## config.mk

```make
export PLATFORM = sky130hd
export DESIGN_NAME = adc_result_shifter_clock_select
export DESIGN_NICKNAME = d
export VERILOG_FILES = /design/src/hdl/adc_out_pkg.sv /design/src/hdl/rate_clock_detect.sv /design/src/hdl/adc_result_shifter_clock_select.sv
export SDC_FILE = /design/constraint.sdc
export NUM_CORES = 1
export LEC_CHECK = 0
export BUFFER_PORTS_ARGS = -buffer_cell sky130_fd_sc_hd__buf_2
export CORE_UTILIZATION = 54
export DETAILED_ROUTE_END_ITERATION = 12
export GPL_ROUTABILITY_DRIVEN = 0
export PLACE_DENSITY = 0.82
export REMOVE_ABC_BUFFERS = 1
export SLEW_MARGIN = 40
export SYNTH_ARGS = -nofsm -noshare
export SYNTH_HDL_FRONTEND = slang
export SYNTH_HIERARCHICAL = 1
export SYNTH_SLANG_ARGS = --single-unit
```

## constraint.sdc

```tcl
create_clock -name sys_clk_in -period 1.6 [get_ports sys_clk_in]
set_input_delay 0.48 -clock sys_clk_in [delete_from_list [all_inputs] [get_ports sys_clk_in]]
set_output_delay 0.48 -clock sys_clk_in [all_outputs]
set_load 0.03 [all_outputs]
```

## src/hdl/adc_out_pkg.sv

```systemverilog
package adc_out_pkg;

   localparam int SYS_CLK_HZ = 200_000_000;

   // Output word layout.
   localparam int WORD_W   = 24;
   localparam int IN_W     = 22;
   localparam int EOC_BIT  = 23;
   localparam int FILL_BIT = 22;
   localparam int SIGN_BIT = 21;
   localparam int MAG_MSB  = 20;

   // Clamp limits in result steps: +FS and -FS-1.
   localparam logic signed [IN_W-1:0] FS_POS       = 22'sh100000;
   localparam logic signed [IN_W-1:0] FS_NEG_CLAMP = 22'sh2FFFFF;

   // Falls already counted when the 24th serial clock falls.
   localparam logic [4:0] LAST_FALL = 5'h17;

   // Self-clocked serial clock: conversion clock divided by eight.
   localparam int         SCK_DIV       = 8;
   localparam logic [1:0] SCK_HALF_LAST = 2'(SCK_DIV / 2 - 1);

   // External conversion clock detection and notch placement.
   localparam int EXT_MIN_HZ      = 5000;
   localparam int EXT_TIMEOUT_CYC = SYS_CLK_HZ / EXT_MIN_HZ;
   localparam int NOTCH_DIV       = 2560;
   localparam int NOTCH60_HZ      = 60;
   localparam int NOTCH50_HZ      = 50;

   localparam logic [10:0] INT60_LAST =
      11'(SYS_CLK_HZ / (NOTCH60_HZ * NOTCH_DIV) - 1);
   localparam logic [10:0] INT50_LAST =
      11'(SYS_CLK_HZ / (NOTCH50_HZ * NOTCH_DIV) - 1);
   localparam logic [11:0] NOTCH_LAST = 12'(NOTCH_DIV - 1);

   typedef enum logic [1:0] {ST_CONV, ST_SLEEP, ST_OUT} state_e;

endpackage

```

## src/hdl/rate_clock_detect.sv

```systemverilog
`timescale 1ns/1ps
module rate_clock_detect #(
   parameter int TIMEOUT_CYC = adc_out_pkg::EXT_TIMEOUT_CYC
) (
   // Clock and reset
   input  wire logic sys_clk_in,
   input  wire logic arst_n_in,
   // Rate pin
   input  wire logic rate_select_clock_pin_in,
   // Conversion clock status
   output logic      ext_clk_out,
   output logic      notch_50hz_out,
   output logic      conv_tick_out,
   output logic      notch_tick_out
);
   import adc_out_pkg::*;

   localparam logic [15:0] GAP_TOP = 16'(TIMEOUT_CYC);

   logic        pin_s1_q;
   logic        pin_s2_q;
   logic        pin_prev_q;
   logic [15:0] gap_q, gap_d;
   logic        ext_q, ext_d;
   logic        sel50_q, sel50_d;
   logic [10:0] div_q, div_d;
   logic        tick_q, tick_d;
   logic [11:0] ntc_q, ntc_d;
   logic        ntick_q, ntick_d;
   logic        rise;
   logic [10:0] div_last;

   always_comb begin
      rise     = pin_s2_q & ~pin_prev_q;
      gap_d    = (gap_q == GAP_TOP) ? gap_q : gap_q + 16'h1;
      ext_d    = ext_q;
      sel50_d  = sel50_q;
      if (rise) begin
         gap_d = 16'h0;
      end
      // A second edge inside the window proves a running clock.
      if (rise && gap_q != GAP_TOP) begin
         ext_d = 1'b1; // [RL18]
      end else if (gap_q == GAP_TOP) begin
         ext_d   = 1'b0;     // [RL20]
         sel50_d = pin_s2_q; // [RL16]
      end
      // Switching the limit mid-count only stretches or shortens one period.
      div_last = sel50_q ? INT50_LAST : INT60_LAST; // [RL17] [RL21]
      div_d    = 11'h0;
      tick_d   = 1'b0;
      if (ext_q) begin
         tick_d = rise; // [RL18]
      end else if (div_q >= div_last) begin
         tick_d = 1'b1;
      end else begin
         div_d = div_q + 11'h1;
      end
      ntc_d   = ntc_q;
      ntick_d = 1'b0;
      if (tick_q) begin
         if (ntc_q == NOTCH_LAST) begin
            ntc_d   = 12'h0;
            ntick_d = 1'b1; // [RL19]
         end else begin
            ntc_d = ntc_q + 12'h1;
         end
      end
   end

   always_ff @(posedge sys_clk_in or negedge arst_n_in) begin
      if (!arst_n_in) begin
         pin_s1_q   <= 1'b0;
         pin_s2_q   <= 1'b0;
         pin_prev_q <= 1'b0;
         gap_q      <= GAP_TOP;
         ext_q      <= 1'b0;
         sel50_q    <= 1'b0;
         div_q      <= 11'h0;
         tick_q     <= 1'b0;
         ntc_q      <= 12'h0;
         ntick_q    <= 1'b0;
      end else begin
         pin_s1_q   <= rate_select_clock_pin_in;
         pin_s2_q   <= pin_s1_q;
         pin_prev_q <= pin_s2_q;
         gap_q      <= gap_d;
         ext_q      <= ext_d;
         sel50_q    <= sel50_d;
         div_q      <= div_d;
         tick_q     <= tick_d;
         ntc_q      <= ntc_d;
         ntick_q    <= ntick_d;
      end
   end

   assign ext_clk_out    = ext_q;
   assign notch_50hz_out = sel50_q;
   assign conv_tick_out  = tick_q;
   assign notch_tick_out = ntick_q;

endmodule

```

## src/hdl/adc_result_shifter_clock_select.sv

```systemverilog
`timescale 1ns/1ps
// Behaviour
// RL1: Each output word is 24 bits: three status bits, then 21 result bits.
// RL2: Bit 23 is high while converting and low once conversion ends.
// RL3: In conversion and sleep, data pin shows done flag while select low.
// RL4: Bit 22 is a filler bit, always low.
// RL5: Bit 21 is high for non-negative input, low for negative.
// RL6: Bits 21 and 20 both high on overrange, both low on underrange.
// RL7: Bits 20 down to 0 carry the result, most significant first.
// RL8: Sign with bits 20..0 form one continuous offset code.
// RL9: Clamp to +FS above range and to -FS minus one step below.
// RL10: Select high: data pin released, serial clocks ignored by shifter.
// RL11: Done flag falls on the pin at completion, without clock edges.
// RL12: Host lowers select before applying any serial clock.
// RL13: Host takes bit 23 on first rise; later bits change on falls.
// RL14: Bit 0 leaves on the 23rd fall; host takes it on 24th rise.
// RL15: The 24th fall puts the next cycle's done flag on the pin.
// RL16: Without external clock, rate pin low picks 60 Hz, high 50 Hz.
// RL17: Notch change in sleep or output is harmless.
// RL18: A clock of at least 5 kHz on the rate pin becomes conversion clock.
// RL19: With external clock the notch sits at that frequency over 2560.
// RL20: When the external clock stops, the internal oscillator returns.
// RL21: Clock source change spoils at most the conversion in progress.
// RL22: Source change in self-clocked output keeps the bit stream valid.
// RL23: Select raised after first rise ends output and starts conversion.
// RL24: After all 24 bits, output ends and a new conversion starts.
// RL25: Serial clock pin sampled at power-up and select fall picks mode.
// RL26: Self-clocked serial clock is the conversion clock divided by 8.
// RL27: Finished results arrive in parallel with a strobe and are held.
module adc_result_shifter_clock_select #(
   parameter int EXT_TIMEOUT_CYC = adc_out_pkg::EXT_TIMEOUT_CYC
) (
   // Clock and reset
   input  wire logic                            sys_clk_in,
   input  wire logic                            arst_n_in,
   // Serial interface pins
   input  wire logic                            cs_n_in,
   input  wire logic                            sck_in,
   output logic                                 sck_out,
   output logic                                 sck_oe_out,
   output logic                                 serial_data_out_out,
   output logic                                 serial_data_out_oe_out,
   // Rate select pin
   input  wire logic                            rate_select_clock_pin_in,
   // Converter core
   input  wire logic signed [adc_out_pkg::IN_W-1:0] result_in,
   input  wire logic                            result_valid_in,
   output logic                                 conv_start_out,
   output logic                                 converting_out,
   // Conversion clock status and serial clock mode
   output logic                                 ext_clk_out,
   output logic                                 notch_50hz_out,
   output logic                                 conv_tick_out,
   output logic                                 notch_tick_out,
   output logic                                 ext_sck_mode_out
);
   import adc_out_pkg::*;

   // Pin synchronisers.
   logic cs_s1_q;
   logic cs_s2_q;
   logic cs_prev_q;
   logic sck_s1_q;
   logic sck_s2_q;
   logic sck_prev_q;

   // Transfer control.
   state_e              state_q, state_d;
   logic [WORD_W-1:0]   word_q, word_d;
   logic [4:0]          fall_cnt_q, fall_cnt_d;
   logic                seen_rise_q, seen_rise_d;
   logic                ext_sck_q, ext_sck_d;
   logic                strap_done_q, strap_done_d;
   logic [1:0]          strap_wait_q, strap_wait_d;
   logic                conv_start_q, conv_start_d;

   // Self-generated serial clock.
   logic [1:0]          sck_div_q, sck_div_d;
   logic                sck_q, sck_d;

   // Pin drivers.
   logic                sdo_q, sdo_d;
   logic                sdo_oe_q, sdo_oe_d;
   logic                sck_oe_q, sck_oe_d;
   logic                converting_q, converting_d;

   logic                conv_tick;
   logic                cs_fall;
   logic                cs_rise;
   logic                ext_rise;
   logic                ext_fall;
   logic                int_toggle;
   logic                rise_ev;
   logic                fall_ev;

   function automatic logic [WORD_W-1:0] fmt(
      input logic signed [IN_W-1:0] v
   );
      logic signed [IN_W-1:0] c;
      c = v;
      if (v > FS_POS) begin
         c = FS_POS; // [RL9] [RL6]
      end else if (v < FS_NEG_CLAMP) begin
         c = FS_NEG_CLAMP; // [RL9] [RL6]
      end
      // Inverting the two's complement sign gives the offset code.
      fmt = {2'h0, ~c[SIGN_BIT], c[MAG_MSB:0]}; // [RL4] [RL5] [RL7] [RL8]
   endfunction

   rate_clock_detect #(
      .TIMEOUT_CYC (EXT_TIMEOUT_CYC)
   ) u_rate (
      .sys_clk_in               (sys_clk_in),
      .arst_n_in                (arst_n_in),
      .rate_select_clock_pin_in (rate_select_clock_pin_in),
      .ext_clk_out              (ext_clk_out),
      .notch_50hz_out           (notch_50hz_out),
      .conv_tick_out            (conv_tick),
      .notch_tick_out           (notch_tick_out)
   );

   assign conv_tick_out = conv_tick;

   always_ff @(posedge sys_clk_in or negedge arst_n_in) begin
      if (!arst_n_in) begin
         cs_s1_q    <= 1'b1;
         cs_s2_q    <= 1'b1;
         cs_prev_q  <= 1'b1;
         sck_s1_q   <= 1'b1;
         sck_s2_q   <= 1'b1;
         sck_prev_q <= 1'b1;
      end else begin
         cs_s1_q    <= cs_n_in;
         cs_s2_q    <= cs_s1_q;
         cs_prev_q  <= cs_s2_q;
         sck_s1_q   <= sck_in;
         sck_s2_q   <= sck_s1_q;
         sck_prev_q <= sck_s2_q;
      end
   end

   // Edges of both serial clock sources reduced to one pair of events.
   always_comb begin
      cs_fall    = cs_prev_q & ~cs_s2_q;
      cs_rise    = ~cs_prev_q & cs_s2_q;
      ext_rise   = sck_s2_q & ~sck_prev_q;
      ext_fall   = ~sck_s2_q & sck_prev_q;
      int_toggle = (state_q == ST_OUT) && !ext_sck_q && conv_tick &&
                   (sck_div_q == SCK_HALF_LAST);
      rise_ev    = ext_sck_q ? ext_rise : (int_toggle & ~sck_q);
      fall_ev    = ext_sck_q ? ext_fall : (int_toggle & sck_q);
   end

   // The divider follows whichever conversion clock is active, so a source
   // change only alters the period of the clock, never the bit order.
   always_comb begin
      sck_div_d = 2'h0;
      sck_d     = 1'b1;
      if (state_q == ST_OUT && !ext_sck_q) begin
         sck_div_d = sck_div_q;
         sck_d     = sck_q;
         if (conv_tick) begin
            if (sck_div_q == SCK_HALF_LAST) begin
               sck_div_d = 2'h0;
               sck_d     = ~sck_q; // [RL26] [RL22]
            end else begin
               sck_div_d = sck_div_q + 2'h1;
            end
         end
      end
   end

   always_ff @(posedge sys_clk_in or negedge arst_n_in) begin
      if (!arst_n_in) begin
         sck_div_q <= 2'h0;
         sck_q     <= 1'b1;
      end else begin
         sck_div_q <= sck_div_d;
         sck_q     <= sck_d;
      end
   end

   always_comb begin
      state_d      = state_q;
      word_d       = word_q;
      fall_cnt_d   = fall_cnt_q;
      seen_rise_d  = seen_rise_q;
      ext_sck_d    = ext_sck_q;
      strap_wait_d = {strap_wait_q[0], 1'b1};
      strap_done_d = strap_done_q | strap_wait_q[1];
      conv_start_d = 1'b0;
      // An idle pulled-up pin reads high, which selects self clocking.
      // The strap waits until the synchroniser carries the real pin level,
      // as its reset value would always pick self clocking.
      if (!strap_done_q) begin
         if (strap_wait_q[1]) begin
            ext_sck_d    = ~sck_s2_q; // [RL25]
            conv_start_d = 1'b1;
         end
      end else if (cs_fall) begin
         ext_sck_d = ~sck_s2_q; // [RL25]
      end
      case (state_q)
         ST_CONV: begin
            if (result_valid_in) begin
               word_d  = fmt(result_in); // [RL27] [RL1]
               state_d = ST_SLEEP;       // [RL11]
            end
         end
         ST_SLEEP: begin
            // The held word waits here until select goes low.
            if (!cs_s2_q) begin
               state_d     = ST_OUT; // [RL12]
               fall_cnt_d  = 5'h0;
               seen_rise_d = 1'b0;
            end
         end
         ST_OUT: begin
            if (cs_s2_q) begin
               if (seen_rise_q) begin
                  state_d      = ST_CONV; // [RL23]
                  conv_start_d = 1'b1;
               end else begin
                  state_d = ST_SLEEP;
               end
            end else begin
               if (rise_ev) begin
                  seen_rise_d = 1'b1; // [RL13]
               end
               // Falls before the first rise are the clock settling low.
               if (fall_ev && seen_rise_q) begin
                  word_d     = word_q << 1; // [RL13] [RL14]
                  fall_cnt_d = fall_cnt_q + 5'h1;
                  if (fall_cnt_q == LAST_FALL) begin
                     state_d      = ST_CONV; // [RL24] [RL15]
                     conv_start_d = 1'b1;
                  end
               end
            end
         end
         default: begin
            state_d = ST_CONV;
         end
      endcase
   end

   always_ff @(posedge sys_clk_in or negedge arst_n_in) begin
      if (!arst_n_in) begin
         state_q      <= ST_CONV;
         word_q       <= '0;
         fall_cnt_q   <= 5'h0;
         seen_rise_q  <= 1'b0;
         ext_sck_q    <= 1'b0;
         strap_done_q <= 1'b0;
         strap_wait_q <= 2'h0;
         conv_start_q <= 1'b0;
      end else begin
         state_q      <= state_d;
         word_q       <= word_d;
         fall_cnt_q   <= fall_cnt_d;
         seen_rise_q  <= seen_rise_d;
         ext_sck_q    <= ext_sck_d;
         strap_done_q <= strap_done_d;
         strap_wait_q <= strap_wait_d;
         conv_start_q <= conv_start_d;
      end
   end

   // The data pin follows the next state, so the done flag drops in the
   // cycle after completion with no serial clock involved.
   always_comb begin
      if (state_d == ST_OUT) begin
         sdo_d = word_d[EOC_BIT]; // [RL13]
      end else begin
         sdo_d = (state_d == ST_CONV); // [RL2] [RL3] [RL11] [RL15]
      end
      sdo_oe_d     = ~cs_s2_q; // [RL10] [RL3]
      sck_oe_d     = (state_d == ST_OUT) && !ext_sck_d;
      converting_d = (state_d == ST_CONV);
   end

   always_ff @(posedge sys_clk_in or negedge arst_n_in) begin
      if (!arst_n_in) begin
         sdo_q        <= 1'b1;
         sdo_oe_q     <= 1'b0;
         sck_oe_q     <= 1'b0;
         converting_q <= 1'b1;
      end else begin
         sdo_q        <= sdo_d;
         sdo_oe_q     <= sdo_oe_d;
         sck_oe_q     <= sck_oe_d;
         converting_q <= converting_d;
      end
   end

   assign sck_out                = sck_q;
   assign sck_oe_out             = sck_oe_q;
   assign serial_data_out_out    = sdo_q;
   assign serial_data_out_oe_out = sdo_oe_q;
   assign conv_start_out         = conv_start_q;
   assign converting_out         = converting_q;
   assign ext_sck_mode_out       = ext_sck_q;
endmodule

```

==> metrics.cfg, run 1 <==
[yosys]
synth_top_area_frac = 0.421
ys_top_cells_by_count = 82 x dfrtp_1, 44 x o21ai_0, 42 x nor2_1, 31 x nand2_1, 26 x mux2i_1
yosysUniqueCellTypes = 66
synth_edf_count = 0
yosys_register_bits = 96
synth_top_family_by_area = simple AND/OR/NAND/NOR gates
synthArstFlopShare = 1.00
synth_area_mm2 = 0.00488
yosys_warnings = 6
synth-xor-area-share = 0.0539
synth_fa_ha_area_frac = 0.0308
synth_area_per_cell_um2 = 10.2
synthSimpleGateAreaFrac = 0.217
synth_top_cell_by_area = dfrtp_1
netlist_top_cells_area = dfrtp_1 42%, dfstp_2 7.5%, mux2i_1 5.3%, o21ai_0 4.5%, xnor2_1 3.6%
ys_seq_area_frac = 0.496
synth_flop_cell = dfrtp_1
muxShareOfSynthArea = 0.0557
synth_cells = 477
synth-compound-area-share = 0.115
yosysMostFrequentCell = dfrtp_1

[grt]
grt.total_usage = 0.265
antenna_found_initial = 0
grt-ovfl-total = 0
grt_first_pass_wirelength_um = 19900
grt_pass1_vias = 4223
grt_max_degree = 48

[drt]
drc = 0
wl_per_cell_um = 18.8
routed_wl_um = 13400
vias_per_cell = 5.97
num_vias = 4258
dr.first_iter.drc_count = 212
detail_route.first_pass.iterations = 5
antenna_left = 0

[clock_tree]
cts_num_sinks = 96
cts_buffer_depth = 2
numCtsBuffers = 9
clkLatencyLatePin_ns = 0.37
cts_tree = built
clk_pin_slew_ns = 0.09
root_buffer = clkbuf_8
htree_levels = 3

[die]
start_util = 0.559
core_mm2 = 0.00872
fp.dieW_um = 97.1
io_pins = 39
die_area_mm2 = 0.00942
fp.dieH_um = 97.1
core.rowCount = 34

[setup_path]
crit_type = reg2reg
startpoint_type = flip-flop
crit_end = u_rate/gap_q[15]
worstRegToRegCells = 4
crit_arrival_ns = 2.18
worstReg2RegStart = u_rate/gap_q[6]
timing.rr.end = u_rate/gap_q[15]
cp_max_fo = 3
required_ns = 1.89
r2r_setup_slack_ns = -0.28
crit_start = u_rate/gap_q[6]
worstSetupEndpointType = flip-flop

[power]
p_leak_nw = 3.05
vdd_drop_max_mv = 0.726
p_per_area_mw_per_mm2 = 1110

[cells_and_area]
area_growth_pct = 34.4
drive_gt1_frac = 0.377
fin_nets = 640
insertedDiodeCount = 0
fin_area_mm2 = 0.00656
seq_area_mm2 = 0.00242
multi_input_area_mm2 = 0.00262
nFillCells = 521

[hold_path]
min_path_type = in2reg
min_delay_path_depth = 1

[sta]
finalSetupViolations = 46
finalSetupTns_ns = -4.70
final-max-slew-violation-count = 0
finalCritPeriodShare = 1.18
timing.final.ws_setup_ns = -0.281
clock_skew_ns = 0.0108
rsz0062_at_grt = yes
layout_min_cycle_time_ns = 1.88
clock.fmax_ghz = 0.532
final-hold-violation-count = 0

[run_status]
status = finished, violations left
violations = negative setup slack

[placement]
dp_hpwl_um = 7580
dpl_cell_area_mm2 = 0.00571
port-buffer-count = 38

[job]
cap_violations = 0

metrics by stage:
| stage | power [mW] | cells | hold slack [ns] | utilization | setup slack, ns |
|---|---|---|---|---|---|
| floorplan | 4.38 | 459 | 0.184 | - | -0.639 |
| global placement | 5.05 | 673 | 0.332 | 0.654 | -0.578 |
| detailed placement | 5.18 | 673 | 0.339 | 0.654 | -0.676 |
| CTS | 7.02 | 700 | 0.209 | 0.719 | -0.234 |
| global route | 7.64 | 713 | 0.200 | 0.752 | -0.311 |
| finish | 7.31 | 713 | 0.207 | 0.752 | -0.281 |
per-layer routing:
metal	wire length [µm]	vias up	part of all wire	global-route usage
li1	-	1943	-	-
met1	5190	2094	0.39	0.317
met2	7100	164	0.53	0.465
met3	564	57	0.042	0.0432
met4	567	0	0.042	0.131
met5	0	-	0	0
placed cells by master (no fill, tap or decap), types with 20 or more instances in the layout:
| cell type | synthesis | layout |
|---|---|---|
| dfrtp_1 | 82 | 79 |
| mux2i_1 | 26 | 25 |
| nand2_1 | 31 | 30 |
| buf_6 | 3 | 20 |
| o21ai_2 | 0 | 21 |
| nor2b_1 | 25 | 24 |
| o21ai_1 | 11 | 23 |
| buf_4 | 0 | 70 |
| buf_2 | 1 | 27 |
| nor2_1 | 42 | 41 |
power by group:
group | internal [mW] | switching [mW] | leakage (nW) | total [mW]
sequential | 2.92 | 0.365 | 1.20 | 3.29
combinational | 1.08 | 1.25 | 1.73 | 2.33
clock | 0.848 | 0.841 | 0.109 | 1.69
worst max-delay path: stages (launching register included):
cell and delay, ns:
dfstp_2 0.57, nand4_4 0.11, or4_4 0.52, or4_4 0.52
o21ai_2 0.09
cell families (layout without fill, tap and decap cells):
family	after synthesis	after routing
AND/OR/NAND/NOR	188	188
flip-flops	96	96
AO/OA/AOI/OAI	90	90
buffers and inverters	33	161
XOR/XNOR	30	30
multiplexers	27	27
adder cells (fa/ha/maj)	12	12
other	1	1
worst min path at each step:
| stage | to | slack [ns] | startpoint |
|---|---|---|---|
| after floorplan | conv_start_out | 0.18 | arst_n_in |
| final | cs_s1_q | 0.21 | cs_n_in |
| after detailed placement | strap_wait_q[1] | 0.34 | strap_wait_q[0] |
| after global placement | strap_wait_q[1] | 0.33 | strap_wait_q[0] |
| after CTS | u_rate/pin_s1_q | 0.21 | rate_select_clock_pin_in |
| after global routing | cs_s1_q | 0.20 | cs_n_in |
final cells by class:
| class | instances | area share |
|---|---|---|
| multi-input combinational | 348 | 0.400 |
| sequential | 96 | 0.370 |
| timing repair buffer | 130 | 0.169 |
| clock buffer | 13 | 0.0258 |
| tap | 108 | 0.0206 |
| inverter | 15 | 0.00858 |
| clock inverter | 3 | 0.00610 |
sequential cells by signal, indices dropped and copies added (netlist names), 2 cells and up:
register / count
fall_cnt_q: 5
sck_div_q: 2
state_q: 2
strap_wait_q: 2
u_rate/div_q: 11
u_rate/gap_q: 16
u_rate/ntc_q: 12
word_q: 24
repair_timing:
item,CTS,global route
setup buffers,9,18
pin swaps,22,28
hold endpoints to repair,15,0
hold buffers,1,0
setup endpoints to repair,48,58
resized for setup,89,48
cloned,2,0
Note: power is estimated with default switching activity, not from simulation.
==> run 2: changes to the inputs <==
Settings changed: SYNTH_HIERARCHICAL 1 to not set.
==> run 2 against run 1 <==
Effect of this change: synthesized cell count increased by 1.3%; highest routed layer unchanged; the flow still finishes with violations (negative setup slack); clock-buffer cell count increased by 1; global-route usage decreased by 0.37 points; wire length increased by 20%; clock power grew 4%; worst setup slack got worse by 0.072 ns; largest cell class unchanged; critical path type unchanged; non-clock buffer count is 17 higher; worst hold slack got worse by 0.18 ns.
==> metrics.cfg, run 2 <==
[run_status]
status = finished, violations left  ; unchanged
violations = negative setup slack  ; unchanged

[power]
p_leak_nw = 2.92  ; was 3.05 nW
p_per_area_mw_per_mm2 = 1110  ; about the same
comb_power_share = 0.324  ; was 0.319
power_mw = 7.52  ; was 7.31 mW
swShare = 0.347  ; was 0.336
vdd_drop_max_mv = 0.720  ; was 0.726 mV
p_switching_mw = 2.61  ; was 2.45 mW
clockPowerShare = 0.233  ; was 0.231
p_int_mw = 4.91  ; was 4.85 mW
seqPwrFrac = 0.443  ; was 0.450

[grt]
grt_max_degree = 31  ; was 48
grt.total_usage = 0.262  ; was 0.265
grt_pass1_vias = 4029  ; was 4223
grt_first_pass_wirelength_um = 18300  ; was 19900 µm
antenna_found_initial = 1  ; was 0
grt-ovfl-total = 0  ; unchanged

[sta]
layout_min_cycle_time_ns = 1.95  ; was 1.88 ns
clock.fmax_ghz = 0.512  ; was 0.532 GHz
final-hold-violation-count = 0  ; unchanged
rsz0062_at_grt = yes  ; unchanged
clock_skew_ns = 0.0155  ; was 0.0108 ns
finalSetupViolations = 51  ; was 46
timing.final.ws_setup_ns = -0.353  ; was -0.281 ns
finalCritPeriodShare = 1.22  ; was 1.18
finalSetupTns_ns = -9.65  ; was -4.70 ns
final-max-slew-violation-count = 0  ; unchanged

[yosys]
synthArstFlopShare = 1.00  ; unchanged
yosys_register_bits = 96  ; unchanged
synth_area_mm2 = 0.00470  ; was 0.00488 mm²
netlist_top_cells_area = dfrtp_1 44%, dfstp_2 7.8%, nand2_1 5.8%, nor2_1 5.0%, o221ai_1 3.9%  ; was dfrtp_1 42%, dfstp_2 7.5%, mux2i_1 5.3%, o21ai_0 4.5%, xnor2_1 3.6%
synth_area_per_cell_um2 = 9.72  ; was 10.2 µm²
ys_seq_area_frac = 0.515  ; was 0.496
synth_top_area_frac = 0.437  ; was 0.421
synth_cells = 483  ; was 477
synth_edf_count = 0  ; unchanged
synth_flop_cell = dfrtp_1  ; unchanged
yosys_warnings = 0  ; was 6
yosysMostFrequentCell = dfrtp_1  ; unchanged
synth_top_cell_by_area = dfrtp_1  ; unchanged
yosysUniqueCellTypes = 54  ; was 66
ys_top_cells_by_count = 82 x dfrtp_1, 72 x nand2_1, 63 x nor2_1, 21 x o221ai_1, 20 x xnor2_1  ; was 82 x dfrtp_1, 44 x o21ai_0, 42 x nor2_1, 31 x nand2_1, 26 x mux2i_1

[placement]
dp_hpwl_um = 7450  ; was 7580 µm
dp.cells = 686  ; was 673
dp_slack_ns = -0.723  ; was -0.676 ns
port-buffer-count = 38  ; unchanged

[drt]
drc = 0  ; unchanged
num_vias = 4736  ; was 4258
dr.first_iter.drc_count = 378  ; was 212
antenna_left = 0  ; unchanged
vias_per_cell = 6.48  ; was 5.97
wl_per_cell_um = 21.9  ; was 18.8 µm
detail_route.first_pass.iterations = 5  ; unchanged
routed_wl_um = 16000  ; was 13400 µm

[die]
core_mm2 = 0.00830  ; was 0.00872 mm²
fp.dieW_um = 95.3  ; was 97.1 µm
io_pins = 39  ; unchanged
start_util = 0.566  ; was 0.559
core.rowCount = 33  ; was 34
die_area_mm2 = 0.00907  ; was 0.00942 mm²
fp.dieH_um = 95.3  ; was 97.1 µm

[clock_tree]
cts_num_sinks = 96  ; unchanged
cts_tree = built  ; unchanged
clk_pin_slew_ns = 0.10  ; was 0.09 ns
htree_levels = 3  ; unchanged
holdBufCountCts = 0  ; was 1
numCtsBuffers = 9  ; unchanged
cts_buffer_depth = 2  ; unchanged
root_buffer = clkbuf_8  ; unchanged
clkLatencyLatePin_ns = 0.38  ; was 0.37 ns

[setup_path]
worstSetupEndpointType = flip-flop  ; unchanged
startpoint_type = flip-flop  ; unchanged
required_ns = 1.90  ; was 1.89 ns
crit_top_cell = nor2_1  ; was or4_4
r2r_setup_slack_ns = -0.35  ; was -0.28 ns
critical_path.cell_chain = ha_2 -> or4_4 -> nor2_1 -> o41ai_4 -> buf_6 -> nor2_1  ; was nand4_4 -> or4_4 -> or4_4 -> o21ai_2
worstReg2RegStart = u_rate.notch_50hz_out  ; was u_rate/gap_q[6]
crit_path_top_delay_cell = or4_4  ; was dfstp_2
cp_slowest_stage_delay_ns = 0.47  ; was 0.57 ns
crit_arrival_ns = 2.25  ; was 2.18 ns
timing.rr.end = u_rate.div_q[8]  ; was u_rate/gap_q[15]
crit_type = reg2reg  ; unchanged
cp_max_fo = 6  ; was 3
worstRegToRegCells = 6  ; was 4

[cells_and_area]
drive_gt1_frac = 0.435  ; was 0.377
top_regs = word_q x24, u_rate.gap_q x16, u_rate.ntc_q x12  ; was word_q x24, u_rate/gap_q x16, u_rate/ntc_q x12
multi_input_area_mm2 = 0.00265  ; was 0.00262 mm²
nFillCells = 396  ; was 521
utilization = 0.812  ; was 0.752
largest_reg_flops = 24  ; unchanged
top_register = word_q  ; unchanged
fin_nets = 660  ; was 640
finalNonFillerCells = 731  ; was 713
layout_common_cells = 84 x buf_4, 81 x dfrtp_1, 69 x nand2_1  ; was 79 x dfrtp_1, 70 x buf_4, 41 x nor2_1
layout_commonest_cell = buf_4  ; was dfrtp_1
area_growth_pct = 43.6  ; was 34.4%
seq_area_mm2 = 0.00242  ; about the same

[hold_path]
min_path_type = in2async  ; was in2reg

[job]
cap_violations = 0  ; unchanged

run 2: cells by family (layout without fill, tap and decap cells):
logic type	count (synthesis)	in the layout	share of synthesized area
compound gates	69	69	0.108
simple gates	231	231	0.241
xor+xnor	30	30	0.0560
other cells	1	2	0.000799
flops	96	96	0.515
fa+ha+maj	12	12	0.0320
mux	7	7	0.0152
buf+inv	37	179	0.0320
run 2: worst max-delay path by stage:
stage / from / endpoint / slack (ns)
detailed placement: result_in[1] / word_q[20] / -0.72
CTS: u_rate.gap_q[6] / u_rate.gap_q[1] / -0.20
global placement: result_in[1] / word_q[20] / -0.62
finish: u_rate.notch_50hz_out / u_rate.div_q[8] / -0.35
global route: u_rate.notch_50hz_out / u_rate.div_q[1] / -0.38
floorplan: ext_sck_mode_out / fall_cnt_q[3] / -0.96
run 2: power groups by stage:
stage | clock (mW) | sequential (mW) | combinational (mW)
2_1_floorplan | 0 | 3.37 | 0.936
3_3_place_gp | 0 | 3.26 | 1.70
3_5_place_dp | 0 | 3.29 | 1.80
4_1_cts | 1.70 | 3.25 | 1.84
5_1_grt | 1.85 | 3.36 | 2.61
6_report | 1.75 | 3.33 | 2.43
run 2: area by class of cell:
cell class / instances / share of cell area
Sequential cell: 96 / 0.359
Clock buffer: 14 / 0.0256
Inverter: 16 / 0.00891
Timing Repair Buffer: 147 / 0.188
Antenna cell: 1 / 0.000371
Tap cell: 105 / 0.0195
Multi-Input combinational cell: 350 / 0.393
Clock inverter: 2 / 0.00557
run 2: critical path: cells and delay by family (launching register included):
kind / cells / cell delay, ns
simple gates: 3 / 0.90
flops: 1 / 0.44
buf+inv: 1 / 0.17
fa+ha+maj: 1 / 0.22
compound gates: 1 / 0.15
run 2: layer usage:
| layer | wire length, µm | share of wire | up-vias | global-route usage |
|---|---|---|---|---|
| met5 | 0 | 0 | - | 0 |
| met4 | 1060 | 0.066 | 0 | 0.131 |
| met3 | 1210 | 0.075 | 103 | 0.0399 |
| met2 | 8190 | 0.51 | 318 | 0.444 |
| met1 | 5580 | 0.35 | 2324 | 0.324 |
| li1 | - | - | 1991 | - |
run 2: through the flow:
step | instance area (µm²) | hold slack [ns]
after floorplan | 4610 | 0.184
after global placement | 5610 | 0.335
after detailed placement | 5620 | 0.347
after CTS | 6020 | 0.0400
after global routing | 6740 | 0.0487
final | 6740 | 0.0265
run 2: what timing repair did:
item / in CTS / in global routing
gates resized for setup: 37 / 116
cloned: 0 / 5
pin swaps: 24 / 46
setup endpoints to repair: 46 / 55
setup buffers: 7 / 17
